`config.mk`:
```
export PLATFORM = sky130hd
export DESIGN_NAME = wwf_top
export DESIGN_NICKNAME = d
export VERILOG_FILES = /design/src/wwf_pkg.sv /design/src/wwf_top.sv /design/src/wwf_frame_class.sv /design/src/wwf_filter.sv
export SDC_FILE = /design/constraint.sdc
export NUM_CORES = 2
export LEC_CHECK = 0
export BUFFER_PORTS_ARGS = -buffer_cell sky130_fd_sc_hd__buf_2
export CAP_MARGIN = 10
export CORE_ASPECT_RATIO = 1.5
export CORE_MARGIN = 10
export CORE_UTILIZATION = 55
export DETAILED_ROUTE_END_ITERATION = 8
export PLACE_DENSITY = 0.75
export REMOVE_ABC_BUFFERS = 1
export SYNTH_ARGS = -nofsm -noshare
export SYNTH_HDL_FRONTEND = slang
export SYNTH_SLANG_ARGS = --single-unit
```
`constraint.sdc`:
```
create_clock -name sys_clk -period 4.69 [get_ports sys_clk]
set_clock_uncertainty 0.2 [all_clocks]
set_input_delay 0.2345 -clock sys_clk [delete_from_list [all_inputs] [get_ports sys_clk]]
set_output_delay 0.2345 -clock sys_clk [all_outputs]
set_load 0.02 [all_outputs]
```
`src/wwf_pkg.sv`:
```
// Constants shared by the wakeup frame filter bank
// Assumes a 32-bit classic Wishbone slave and byte-wide receive data
`default_nettype none
package wwf_pkg;
   localparam int NUM_FILT = 8;
   localparam int MASK_W = 128;
   localparam int IDX_W = 9;
   localparam int ADR_W = 8;
   // Register byte offsets
   localparam logic [7:0] OFS_MASK = 8'h00;
   localparam logic [7:0] OFS_CMD = 8'h80;
   localparam logic [7:0] OFS_OFFSET = 8'ha0;
   localparam logic [7:0] OFS_CRC = 8'hc0;
   localparam logic [7:0] OFS_WAKE_CTRL = 8'he0;
   localparam logic [7:0] OFS_IRQ_STS = 8'he8;
   localparam logic [7:0] OFS_IRQ_MSK = 8'hec;
   // Command fields
   localparam int CMD_EN_BIT = 0;
   localparam int CMD_RSVD_BIT = 1;
   localparam int CMD_AT_LO = 2;
   localparam logic [1:0] AT_UCAST = 2'b00;
   localparam logic [1:0] AT_MCAST = 2'b10;
   // Wake control and status fields
   localparam int WAKE_EN_BIT = 2;
   localparam int WAKE_RCVD_BIT = 6;
   localparam int UCAST_EN_BIT = 9;
   // Reset values
   localparam logic [31:0] MASK_RST = 32'h0000_0000;
   localparam logic [3:0] CMD_RST = 4'h0;
   localparam logic [7:0] OFFSET_RST = 8'h00;
   localparam logic [15:0] REFCRC_RST = 16'h0000;
   localparam logic [31:0] CTRL_RST = 32'h0000_0000;
   // CRC-16 engine
   localparam logic [15:0] CRC_POLY = 16'h8005;
   localparam logic [15:0] CRC_INIT = 16'hffff;
   localparam logic [IDX_W-1:0] IDX_MAX = 9'h1ff;
   localparam logic [IDX_W-1:0] MASK_SPAN = 9'h080;
   localparam logic [7:0] BYTE_ONES = 8'hff;
   localparam int DA_BYTES = 6;
   typedef enum {EV_IDLE, EV_CHECK} wwf_eval_t;
endpackage : wwf_pkg
`default_nettype wire

```
`src/wwf_top.sv`:
```
// Wakeup frame filter bank: eight CRC-16 pattern filters behind Wishbone
// Assumes receive bytes, frame marks and regular filter verdict on sys_clk
//
// What this block does
// - Eight independent filters, each with mask, command, offset and reference CRC.
// - The 128-bit byte mask is four 32-bit words, word 0 lowest.
// - Mask bit zero of each word relates to the earliest of that word's 32 frame bytes.
// - Mask bit j set includes byte offset plus j in the CRC, else excluded.
// - Address type 00 considers only unicast frames.
// - Address type 10 considers only multicast frames.
// - Address type with low bit one considers frames passing the regular filter.
// - Command bit 0 enables the filter; disabled never matches; bit 1 reserved.
// - The offset selects where the filter starts examining frame bytes.
// - Offset is 8 bits; zero points at the first destination address byte.
// - A 16-bit reference CRC equal to the computed CRC marks a wakeup frame.
// - With detection enabled, a broadcast match wakes regardless of broadcast reject.
// - A unicast match wakes when global unicast enable bit 9 is set.
`default_nettype none
module wwf_top
   import wwf_pkg::*;
(
   input  wire logic                      sys_clk,
   input  wire logic                      rst,
   input  wire logic                      wb_cyc_i,
   input  wire logic                      wb_stb_i,
   input  wire logic                      wb_we_i,
   input  wire logic [wwf_pkg::ADR_W-1:0] wb_adr_i,
   input  wire logic [3:0]                wb_sel_i,
   input  wire logic [31:0]               wb_dat_i,
   output logic      [31:0]               wb_dat_o,
   output logic                           wb_ack_o,
   input  wire logic                      rxValid,
   input  wire logic                      rxSof,
   input  wire logic                      rxEof,
   input  wire logic [7:0]                rxData,
   input  wire logic                      rxPassFilter,
   output logic                           wakeFrame,
   output logic                           irq
);
   logic [31:0]      mask_q [NUM_FILT][4];
   logic [3:0]       cmd_q [NUM_FILT];
   logic [7:0]       offset_q [NUM_FILT];
   logic [15:0]      refCrc_q [NUM_FILT];
   logic             wakeEn_q;
   logic             ucastEn_q;
   logic [7:0]       irqSts_q;
   logic [7:0]       irqMsk_q;
   logic [31:0]      rdat_d;
   logic             ack_q;
   logic             wbReq;
   logic             wbWr;
   logic [15:0]      crcNow [NUM_FILT];
   logic [IDX_W-1:0] byteIdx;
   logic             isMcast;
   logic             isBcast;
   logic             pass_q;
   logic             mcast_q;
   logic             broadcast_reject_q;
   wwf_eval_t        evState_q;
   logic [7:0]       enVec;
   logic [7:0]       crcEq;
   logic [7:0]       matchVec;
   logic             wake_q;
   logic             irq_q;
   logic             frameEnd;
   logic             ucast;
   logic [31:0]      crcMerged;

   function automatic logic [31:0] laneMerge(input logic [31:0] o, input logic [31:0] n,
                                             input logic [3:0] s);
      logic [31:0] r;
      r = o;
      for (int k = 0; k < 4; k++) begin
         if (s[k]) begin
            r[8*k +: 8] = n[8*k +: 8];
         end
      end
      return r;
   endfunction

   ////////////////////////////////////////////////////////////////////////////
   // Wishbone slave: one wait state, every address acknowledged

   assign wbReq = wb_cyc_i && wb_stb_i && !ack_q;
   // Writes land at the ack edge, the one edge at which the master sees the answer
   assign wbWr = wb_cyc_i && wb_stb_i && wb_we_i && ack_q;

   always_ff @(posedge sys_clk) begin
      if (rst) begin
         ack_q <= 1'b0;
      end else begin
         ack_q <= wbReq;
      end
   end

   always_comb begin
      rdat_d = '0;
      if (wb_adr_i < OFS_CMD) begin
         rdat_d = mask_q[wb_adr_i[6:4]][wb_adr_i[3:2]];
      end else if (wb_adr_i < OFS_OFFSET) begin
         // Reserved command bit reads as zero
         rdat_d[3:0] = cmd_q[wb_adr_i[4:2]] & ~(4'h1 << CMD_RSVD_BIT);
      end else if (wb_adr_i < OFS_CRC) begin
         rdat_d[7:0] = offset_q[wb_adr_i[4:2]];
      end else if (wb_adr_i < OFS_WAKE_CTRL) begin
         rdat_d[15:0] = refCrc_q[wb_adr_i[4:2]];
      end else if (wb_adr_i[7:2] == OFS_WAKE_CTRL[7:2]) begin
         rdat_d[WAKE_EN_BIT] = wakeEn_q;
         rdat_d[WAKE_RCVD_BIT] = |irqSts_q;
         rdat_d[UCAST_EN_BIT] = ucastEn_q;
      end else if (wb_adr_i[7:2] == OFS_IRQ_STS[7:2]) begin
         rdat_d[7:0] = irqSts_q;
      end else if (wb_adr_i[7:2] == OFS_IRQ_MSK[7:2]) begin
         rdat_d[7:0] = irqMsk_q;
      end
   end

   always_ff @(posedge sys_clk) begin
      if (rst) begin
         wb_dat_o <= '0;
      end else if (wbReq) begin
         wb_dat_o <= rdat_d;
      end
   end

   assign wb_ack_o = ack_q;

   ////////////////////////////////////////////////////////////////////////////
   // Filter programming registers

   always_ff @(posedge sys_clk) begin
      if (rst) begin
         for (int f = 0; f < NUM_FILT; f++) begin
            for (int w = 0; w < 4; w++) begin
               mask_q[f][w] <= MASK_RST;
            end
         end
      end else if (wbWr && wb_adr_i < OFS_CMD) begin
         mask_q[wb_adr_i[6:4]][wb_adr_i[3:2]] <=
            laneMerge(mask_q[wb_adr_i[6:4]][wb_adr_i[3:2]], wb_dat_i, wb_sel_i);
      end
   end

   always_ff @(posedge sys_clk) begin
      if (rst) begin
         for (int f = 0; f < NUM_FILT; f++) begin
            cmd_q[f] <= CMD_RST;
         end
      end else if (wbWr && wb_adr_i >= OFS_CMD && wb_adr_i < OFS_OFFSET && wb_sel_i[0]) begin
         cmd_q[wb_adr_i[4:2]] <= wb_dat_i[3:0];
      end
   end

   always_ff @(posedge sys_clk) begin
      if (rst) begin
         for (int f = 0; f < NUM_FILT; f++) begin
            offset_q[f] <= OFFSET_RST;
         end
      end else if (wbWr && wb_adr_i >= OFS_OFFSET && wb_adr_i < OFS_CRC && wb_sel_i[0]) begin
         offset_q[wb_adr_i[4:2]] <= wb_dat_i[7:0];
      end
   end

   assign crcMerged = laneMerge({16'h0000, refCrc_q[wb_adr_i[4:2]]}, wb_dat_i, wb_sel_i);

   always_ff @(posedge sys_clk) begin
      if (rst) begin
         for (int f = 0; f < NUM_FILT; f++) begin
            refCrc_q[f] <= REFCRC_RST;
         end
      end else if (wbWr && wb_adr_i >= OFS_CRC && wb_adr_i < OFS_WAKE_CTRL) begin
         refCrc_q[wb_adr_i[4:2]] <= crcMerged[15:0];
      end
   end

   always_ff @(posedge sys_clk) begin
      if (rst) begin
         wakeEn_q <= CTRL_RST[WAKE_EN_BIT];
         ucastEn_q <= CTRL_RST[UCAST_EN_BIT];
      end else if (wbWr && wb_adr_i[7:2] == OFS_WAKE_CTRL[7:2]) begin
         if (wb_sel_i[0]) begin
            wakeEn_q <= wb_dat_i[WAKE_EN_BIT];
         end
         if (wb_sel_i[1]) begin
            ucastEn_q <= wb_dat_i[UCAST_EN_BIT];
         end
      end
   end

   ////////////////////////////////////////////////////////////////////////////
   // Frame tracking and the eight CRC lanes

   wwf_frame_class u_class (
      .sys_clk (sys_clk),
      .rst     (rst),
      .rxValid (rxValid),
      .rxSof   (rxSof),
      .rxData  (rxData),
      .byteIdx (byteIdx),
      .isMcast (isMcast),
      .isBcast (isBcast)
   );

   for (genvar g = 0; g < NUM_FILT; g++) begin : g_filt
      wwf_filter u_filt (
         .sys_clk   (sys_clk),
         .rst       (rst),
         .rxValid   (rxValid),
         .rxSof     (rxSof),
         .rxData    (rxData),
         .byteIdx   (byteIdx),
         .byteMask  ({mask_q[g][3], mask_q[g][2], mask_q[g][1], mask_q[g][0]}),
         .patOffset (offset_q[g]),
         .crcOut    (crcNow[g])
      );
   end

   ////////////////////////////////////////////////////////////////////////////
   // Frame-end judgement, one cycle after the last byte settles every CRC

   assign frameEnd = rxValid && rxEof;

   always_ff @(posedge sys_clk) begin
      if (rst) begin
         pass_q <= 1'b0;
         mcast_q <= 1'b0;
         broadcast_reject_q <= 1'b0;
      end else if (frameEnd) begin
         pass_q <= rxPassFilter;
         mcast_q <= isMcast;
         broadcast_reject_q <= isBcast;
      end
   end

   always_ff @(posedge sys_clk) begin
      if (rst) begin
         evState_q <= EV_IDLE;
      end else begin
         case (evState_q)
            EV_IDLE: evState_q <= frameEnd ? EV_CHECK : EV_IDLE;
            EV_CHECK: evState_q <= frameEnd ? EV_CHECK : EV_IDLE;
            default: evState_q <= EV_IDLE;
         endcase
      end
   end

   assign ucast = !mcast_q;

   always_comb begin
      for (int f = 0; f < NUM_FILT; f++) begin
         enVec[f] = cmd_q[f][CMD_EN_BIT];
         crcEq[f] = crcNow[f] == refCrc_q[f];
         matchVec[f] = (evState_q == EV_CHECK) && wakeEn_q && enVec[f] && crcEq[f] &&
            (broadcast_reject_q ||
             (ucast && ucastEn_q) ||
             (pass_q && cmd_q[f][CMD_AT_LO]) ||
             (pass_q && cmd_q[f][CMD_AT_LO +: 2] == AT_MCAST && mcast_q) ||
             (pass_q && cmd_q[f][CMD_AT_LO +: 2] == AT_UCAST && ucast));
      end
   end

   always_ff @(posedge sys_clk) begin
      if (rst) begin
         wake_q <= 1'b0;
      end else begin
         wake_q <= |matchVec;
      end
   end

   assign wakeFrame = wake_q;

   ////////////////////////////////////////////////////////////////////////////
   // Interrupts: sticky per-filter status, write one to clear, set wins

   always_ff @(posedge sys_clk) begin
      if (rst) begin
         irqSts_q <= '0;
      end else if (wbWr && wb_adr_i[7:2] == OFS_IRQ_STS[7:2] && wb_sel_i[0]) begin
         irqSts_q <= (irqSts_q & ~wb_dat_i[7:0]) | matchVec;
      end else begin
         irqSts_q <= irqSts_q | matchVec;
      end
   end

   always_ff @(posedge sys_clk) begin
      if (rst) begin
         irqMsk_q <= '0;
      end else if (wbWr && wb_adr_i[7:2] == OFS_IRQ_MSK[7:2] && wb_sel_i[0]) begin
         irqMsk_q <= wb_dat_i[7:0];
      end
   end

   always_ff @(posedge sys_clk) begin
      if (rst) begin
         irq_q <= 1'b0;
      end else begin
         irq_q <= |(irqSts_q & irqMsk_q);
      end
   end

   assign irq = irq_q;
endmodule : wwf_top
`default_nettype wire

```
`src/wwf_frame_class.sv`:
```
// Tracks byte position and destination address class of a frame
// Assumes rxSof marks the first destination address byte
`default_nettype none
module wwf_frame_class
   import wwf_pkg::*;
(
   input  wire logic                      sys_clk,
   input  wire logic                      rst,
   input  wire logic                      rxValid,
   input  wire logic                      rxSof,
   input  wire logic [7:0]                rxData,
   output logic      [wwf_pkg::IDX_W-1:0] byteIdx,
   output logic                           isMcast,
   output logic                           isBcast
);
   logic [IDX_W-1:0] cnt_q;
   logic             mcast_q;
   logic             broadcast_reject_q;

   // Offset zero is the first destination address byte
   assign byteIdx = rxSof ? '0 : cnt_q;
   assign isMcast = mcast_q;
   assign isBcast = broadcast_reject_q;

   // Saturates so long frames never wrap into the mask window
   always_ff @(posedge sys_clk) begin
      if (rst) begin
         cnt_q <= '0;
      end else if (rxValid) begin
         cnt_q <= (byteIdx == IDX_MAX) ? IDX_MAX : byteIdx + 9'd1;
      end
   end

   always_ff @(posedge sys_clk) begin
      if (rst) begin
         mcast_q <= 1'b0;
         broadcast_reject_q <= 1'b0;
      end else if (rxValid && rxSof) begin
         mcast_q <= rxData[0];
         broadcast_reject_q <= (rxData == BYTE_ONES);
      end else if (rxValid && byteIdx < IDX_W'(DA_BYTES)) begin
         broadcast_reject_q <= broadcast_reject_q && (rxData == BYTE_ONES);
      end
   end
endmodule : wwf_frame_class
`default_nettype wire

```
`src/wwf_filter.sv`:
```
// One filter lane: CRC-16 over the masked bytes of the current frame
// Assumes byteIdx is the position of the byte presented this cycle
`default_nettype none
module wwf_filter
   import wwf_pkg::*;
(
   input  wire logic                       sys_clk,
   input  wire logic                       rst,
   input  wire logic                       rxValid,
   input  wire logic                       rxSof,
   input  wire logic [7:0]                 rxData,
   input  wire logic [wwf_pkg::IDX_W-1:0]  byteIdx,
   input  wire logic [wwf_pkg::MASK_W-1:0] byteMask,
   input  wire logic [7:0]                 patOffset,
   output logic      [15:0]                crcOut
);
   logic [15:0]      crc_q;
   logic [15:0]      base;
   logic [IDX_W-1:0] rel;
   logic             inWin;
   logic             take;

   function automatic logic [15:0] crcByte(input logic [15:0] c, input logic [7:0] d);
      logic [15:0] r;
      r = c;
      // Bits enter in wire order, least significant first
      for (int b = 0; b < 8; b++) begin
         r = r[15] ^ d[b] ? {r[14:0], 1'b0} ^ CRC_POLY : {r[14:0], 1'b0};
      end
      return r;
   endfunction

   assign rel = byteIdx - {1'b0, patOffset};
   assign inWin = (byteIdx >= {1'b0, patOffset}) && (rel < MASK_SPAN);
   assign take = inWin && byteMask[rel[6:0]];
   assign base = rxSof ? CRC_INIT : crc_q;
   assign crcOut = crc_q;

   always_ff @(posedge sys_clk) begin
      if (rst) begin
         crc_q <= CRC_INIT;
      end else if (rxValid) begin
         crc_q <= take ? crcByte(base, rxData) : base;
      end
   end
endmodule : wwf_filter
`default_nettype wire

```
==> impl_metrics.prom <==
# TYPE chip_impl_metric gauge
chip_impl_metric{name="synth_async_sr_flop_share",unit="%"} 0
chip_impl_info{name="timing.hold.worst.class",value="in -> reg"} 1
chip_impl_info{name="crit_start",value="u_class.cnt_q[0]"} 1
chip_impl_metric{name="syn_to_final_growth",unit="%"} 14.7
chip_impl_metric{name="drive_above_1_share",unit="%"} 21.1
chip_impl_metric{name="hpwlAfterDp",unit="um"} 230000
chip_impl_info{name="synth_top_flop_cell",value="sky130_fd_sc_hd__edfxtp_1"} 1
chip_impl_metric{name="floorplan.rows",unit=""} 167
chip_impl_info{name="hp-start",value="wb_cyc_i"} 1
chip_impl_metric{name="slew-limit-headroom",unit="%"} 2.78
chip_impl_metric{name="gr-usage-all-layers",unit="%"} 42.2
chip_impl_metric{name="final.setup.tns",unit="ps"} -178
chip_impl_info{name="worst_setup_path_end_kind",value="register"} 1
chip_impl_metric{name="synth-adder-area-share",unit="%"} 1.27
chip_impl_metric{name="setup_viol",unit=""} 9
chip_impl_metric{name="hold_viol_final",unit=""} 0
chip_impl_metric{name="tightestPinTransition",unit="ps"} 1440
chip_impl_metric{name="dieWidth",unit="um"} 325
chip_impl_metric{name="sequentialPowerShare",unit="%"} 45.0
chip_impl_metric{name="power.static_leakage",unit="nW"} 32.0
chip_impl_metric{name="final_worst_slack",unit="ps"} -46.5
chip_impl_metric{name="total_standard_cell_area_after_synthesis",unit="um2"} 76700
chip_impl_metric{name="grt-ovfl-total",unit=""} 0
chip_impl_metric{name="htreeDepth",unit=""} 4
chip_impl_metric{name="synth_compound_gate_area_share",unit="%"} 9.85
chip_impl_metric{name="synth_xor_area_share",unit="%"} 4.36
chip_impl_info{name="timing.rr.start",value="u_class.cnt_q[0]"} 1
chip_impl_metric{name="synth-seq-area-share",unit="%"} 53.7
chip_impl_metric{name="finalWorstPathRequiredPeriod",unit="ps"} 4740
chip_impl_info{name="cts-root-buf",value="sky130_fd_sc_hd__clkbuf_16"} 1
chip_impl_metric{name="timing.critical_path.arrival",unit="ps"} 5290
chip_impl_metric{name="required",unit="ps"} 5240
chip_impl_metric{name="number_of_design_rule_violations_left_by_the_first_detailed_router_iteration",unit=""} 11917
chip_impl_metric{name="drt.antenna.violating_nets",unit=""} 0
chip_impl_metric{name="synth_largest_type_area_fraction",unit="%"} 48.5
chip_impl_metric{name="floorplan.die_area",unit="um2"} 155000
chip_impl_metric{name="io_pins",unit=""} 96
chip_impl_metric{name="place_congestion",unit=""} 1.09
chip_impl_metric{name="yosysWarningCount",unit=""} 0
chip_impl_metric{name="cts_num_sinks",unit=""} 1436
chip_impl_metric{name="ff2ff_setup_slack",unit="ps"} -50
chip_impl_metric{name="slew_viol_final",unit=""} 0
chip_impl_metric{name="layout_worst_path_cycle_share",unit="%"} 101
chip_impl_metric{name="placement.io_buffers",unit=""} 93
chip_impl_metric{name="power.internal",unit="mW"} 22.8
chip_impl_metric{name="dr.pass1.iters",unit=""} 9
chip_impl_metric{name="drt-vias-per-instance",unit=""} 7.18
chip_impl_metric{name="num_vias",unit=""} 62578
chip_impl_metric{name="finalPower",unit="mW"} 32.4
chip_impl_metric{name="global_route_wire_length_before_repair",unit="um"} 461000
chip_impl_metric{name="drt-wirelength-per-cell",unit="um"} 38.3
chip_impl_metric{name="grt_antenna_before_repair",unit=""} 32
chip_impl_metric{name="worst-path-max-fanout",unit=""} 17
chip_impl_metric{name="netSwitchingFraction",unit="%"} 29.6
chip_impl_metric{name="grt_start_max_net_pins",unit=""} 116
chip_impl_metric{name="synth_area_per_cell",unit="um2"} 11.9
chip_impl_metric{name="netlist_instances",unit=""} 6473
chip_impl_info{name="failed_checks",value="negative setup slack"} 1
chip_impl_metric{name="power.share.combinational",unit="%"} 19.5
chip_impl_metric{name="drt_drc_violations_left",unit=""} 0
chip_impl_info{name="main_combinational_cell_family_by_area_after_synthesis",value="multiplexers"} 1
chip_impl_metric{name="core_area",unit="um2"} 138000
chip_impl_info{name="yosys.cell_count.top_type",value="sky130_fd_sc_hd__nor2_1"} 1
chip_impl_metric{name="synth.ff_latch_count",unit=""} 1436
chip_impl_metric{name="relative_contribution_of_the_clock_network_to_total_power",unit="%"} 35.5
chip_impl_metric{name="max_capacitance_violation_count",unit=""} 0
chip_impl_metric{name="fmax",unit="MHz"} 211
chip_impl_metric{name="synth-simple-area-share",unit="%"} 11.8
chip_impl_metric{name="clk_pin_slew",unit="ps"} 70
chip_impl_metric{name="post_synth_mux_area_share",unit="%"} 15.3
chip_impl_info{name="worst-setup-path-type",value="reg -> reg"} 1
chip_impl_metric{name="cts_buffer_depth",unit=""} 3
chip_impl_metric{name="post_synth_num_cell_types",unit=""} 92
chip_impl_metric{name="power_density",unit="nW/um2"} 368
chip_impl_metric{name="first_global_vias",unit=""} 60776
chip_impl_info{name="yosysTopAreaCell",value="sky130_fd_sc_hd__edfxtp_1"} 1
chip_impl_info{name="startpoint_type",value="register"} 1
chip_impl_metric{name="cts-buffers-inserted",unit=""} 142
chip_impl_info{name="netlist_top_cells_area",value="sky130_fd_sc_hd__edfxtp_1, sky130_fd_sc_hd__mux4_2, sky130_fd_sc_hd__nor2_1, sky130_fd_sc_hd__dfxtp_1, sky130_fd_sc_hd__xnor2_1"} 1
chip_impl_info{name="synthTopCellsByCount",value="sky130_fd_sc_hd__nor2_1, sky130_fd_sc_hd__edfxtp_1, sky130_fd_sc_hd__mux4_2"} 1
chip_impl_metric{name="power.ir.vdd_worst",unit="uV"} 366
chip_impl_info{name="tritoncts",value="yes"} 1
chip_impl_info{name="status",value="finished with violations"} 1
chip_impl_metric{name="number_of_synthesized_flops_with_an_enable_pin",unit=""} 1240
chip_impl_metric{name="starting_utilization_of_the_core_area",unit="%"} 55.5
chip_impl_metric{name="worstSkewPairLatency",unit="ps"} 840
chip_impl_metric{name="fp.dieH",unit="um"} 477
chip_impl_metric{name="power.switching",unit="mW"} 9.60
chip_impl_metric{name="final_nets",unit=""} 6859
chip_impl_metric{name="detail_route.wirelength",unit="um"} 334000
cell usage in the layout (no fill, tap or decap), types with 29 or more instances in the layout:
cell and count:
sky130_fd_sc_hd__edfxtp_1 1240, sky130_fd_sc_hd__buf_4 404, sky130_fd_sc_hd__a22oi_1 133, sky130_fd_sc_hd__buf_12 101, sky130_fd_sc_hd__a221oi_1 138, sky130_fd_sc_hd__nand3_1 43, sky130_fd_sc_hd__buf_2 87, sky130_fd_sc_hd__and2_1 75
sky130_fd_sc_hd__xnor2_1 256, sky130_fd_sc_hd__nor2_1 1517, sky130_fd_sc_hd__nand4_1 42, sky130_fd_sc_hd__a2bb2oi_1 29, sky130_fd_sc_hd__nand2b_1 29, sky130_fd_sc_hd__mux2_2 108, sky130_fd_sc_hd__inv_1 103, sky130_fd_sc_hd__nor2b_1 33
sky130_fd_sc_hd__clkbuf_16 148, sky130_fd_sc_hd__ha_1 57, sky130_fd_sc_hd__mux4_2 369, sky130_fd_sc_hd__mux2i_1 206, sky130_fd_sc_hd__dfxtp_1 196, sky130_fd_sc_hd__dlygate4sd3_1 50, sky130_fd_sc_hd__nand2_1 288, sky130_fd_sc_hd__a21oi_1 229
sky130_fd_sc_hd__a211oi_1 45, sky130_fd_sc_hd__o22a_1 69, sky130_fd_sc_hd__xor2_1 90, sky130_fd_sc_hd__nor3_1 35, sky130_fd_sc_hd__o21ai_0 116
layout make-up:
class                           count  area [um2]
Antenna cell                       16        40.0
Clock buffer                      180        3860
Clock inverter                     76         644
Fill cell                       10444       50300
Inverter                          108         408
Multi-Input combinational cell   4385       33500
Sequential cell                  1436       41200
Tap cell                         1859        2330
Timing Repair Buffer              652        6110
worst paths after layout:
check,endpoint,cells after the start
hold reg to reg,wb_dat_o[3],2
hold / removal,irqSts_q[6],8
setup reg to reg,g_filt[0].u_filt.crcOut[5],17
setup / recovery,g_filt[0].u_filt.crcOut[5],17
worst max-delay path, cell delays in order, from the launching register on:
cell and delay [ps]:
sky130_fd_sc_hd__dfxtp_1 310, sky130_fd_sc_hd__nor2b_1 150, sky130_fd_sc_hd__inv_2 180, sky130_fd_sc_hd__buf_4 200, sky130_fd_sc_hd__ha_4 130, sky130_fd_sc_hd__inv_1 50
sky130_fd_sc_hd__fa_2 570, sky130_fd_sc_hd__buf_12 280, sky130_fd_sc_hd__mux4_2 370, sky130_fd_sc_hd__mux2i_1 390, sky130_fd_sc_hd__mux2i_1 270, sky130_fd_sc_hd__mux4_2 550
sky130_fd_sc_hd__and2_1 210, sky130_fd_sc_hd__o21ai_4 230, sky130_fd_sc_hd__buf_4 160, sky130_fd_sc_hd__nor2_1 30, sky130_fd_sc_hd__buf_4 210, sky130_fd_sc_hd__a21oi_1 150
power by group through the flow:
stage          logic, mW  clock network (mW)  registers, mW
3_3_place_gp        5.70                   0           14.8
6_report            6.32                11.5           14.6
5_1_grt             6.29                11.9           14.6
2_1_floorplan       2.67                   0           14.7
4_1_cts             5.84                11.4           14.5
3_5_place_dp        5.76                   0           14.8
registers in the layout, summed over array words and instances (netlist names):
name and count:
irqMsk_q 8, broadcast_reject_q 1, u_class.cnt_q 9, wakeFrame 1, mcast_q 1, cmd_q 24, wb_ack_o 1, irqSts_q 8
u_class.isMcast 1, g_filt.u_filt.crcOut 128, ucastEn_q 1, mask_q 1024, wakeEn_q 1, evState_q 1, u_class.isBcast 1, irq 1
offset_q 64, refCrc_q 128, pass_q 1, wb_dat_o 32
logic make-up (layout without fill, tap and decap cells):
group	count (synthesis)	count (layout)
adders and majority gates	73	73
buffers and inverters	652	1016
DFF	1436	1436
and+or+nand+nor	2184	2184
AOI/OAI and AO/OA	1064	1064
muxes	701	701
other	0	16
xor gates and xnor gates	363	363
per-layer routing:
layer	global-route usage (%)	wire, um	up-vias
li1	-	-	24501
met1	45.7	96200	29927
met2	62.5	143000	6177
met3	15.9	50600	1951
met4	41.8	43900	22
met5	0	171	-
repair_timing:
item / 4_1_cts / 5_1_grt
pin swaps: 0 / 3
hold buffers: 50 / 0
endpoints found under the setup margin: 70 / 104
setup buffers: 0 / 8
resized for setup: 6 / 13
endpoints found under the hold margin: 715 / 0
stage by stage:
stage	setup slack, ps	cells	utilization [%]	hold slack (ps)	area [um2]
floorplan	-1140	5929	-	104	74300
finish	-46.5	8712	63.6	25.8	88000
global route	-10.6	8700	63.6	43.2	88000
global placement	-566	8379	59.9	239	82800
CTS	75.0	8686	63.5	1.52	87800
detailed placement	-633	8380	59.9	245	82800
Power figures use the tool's default switching activity.
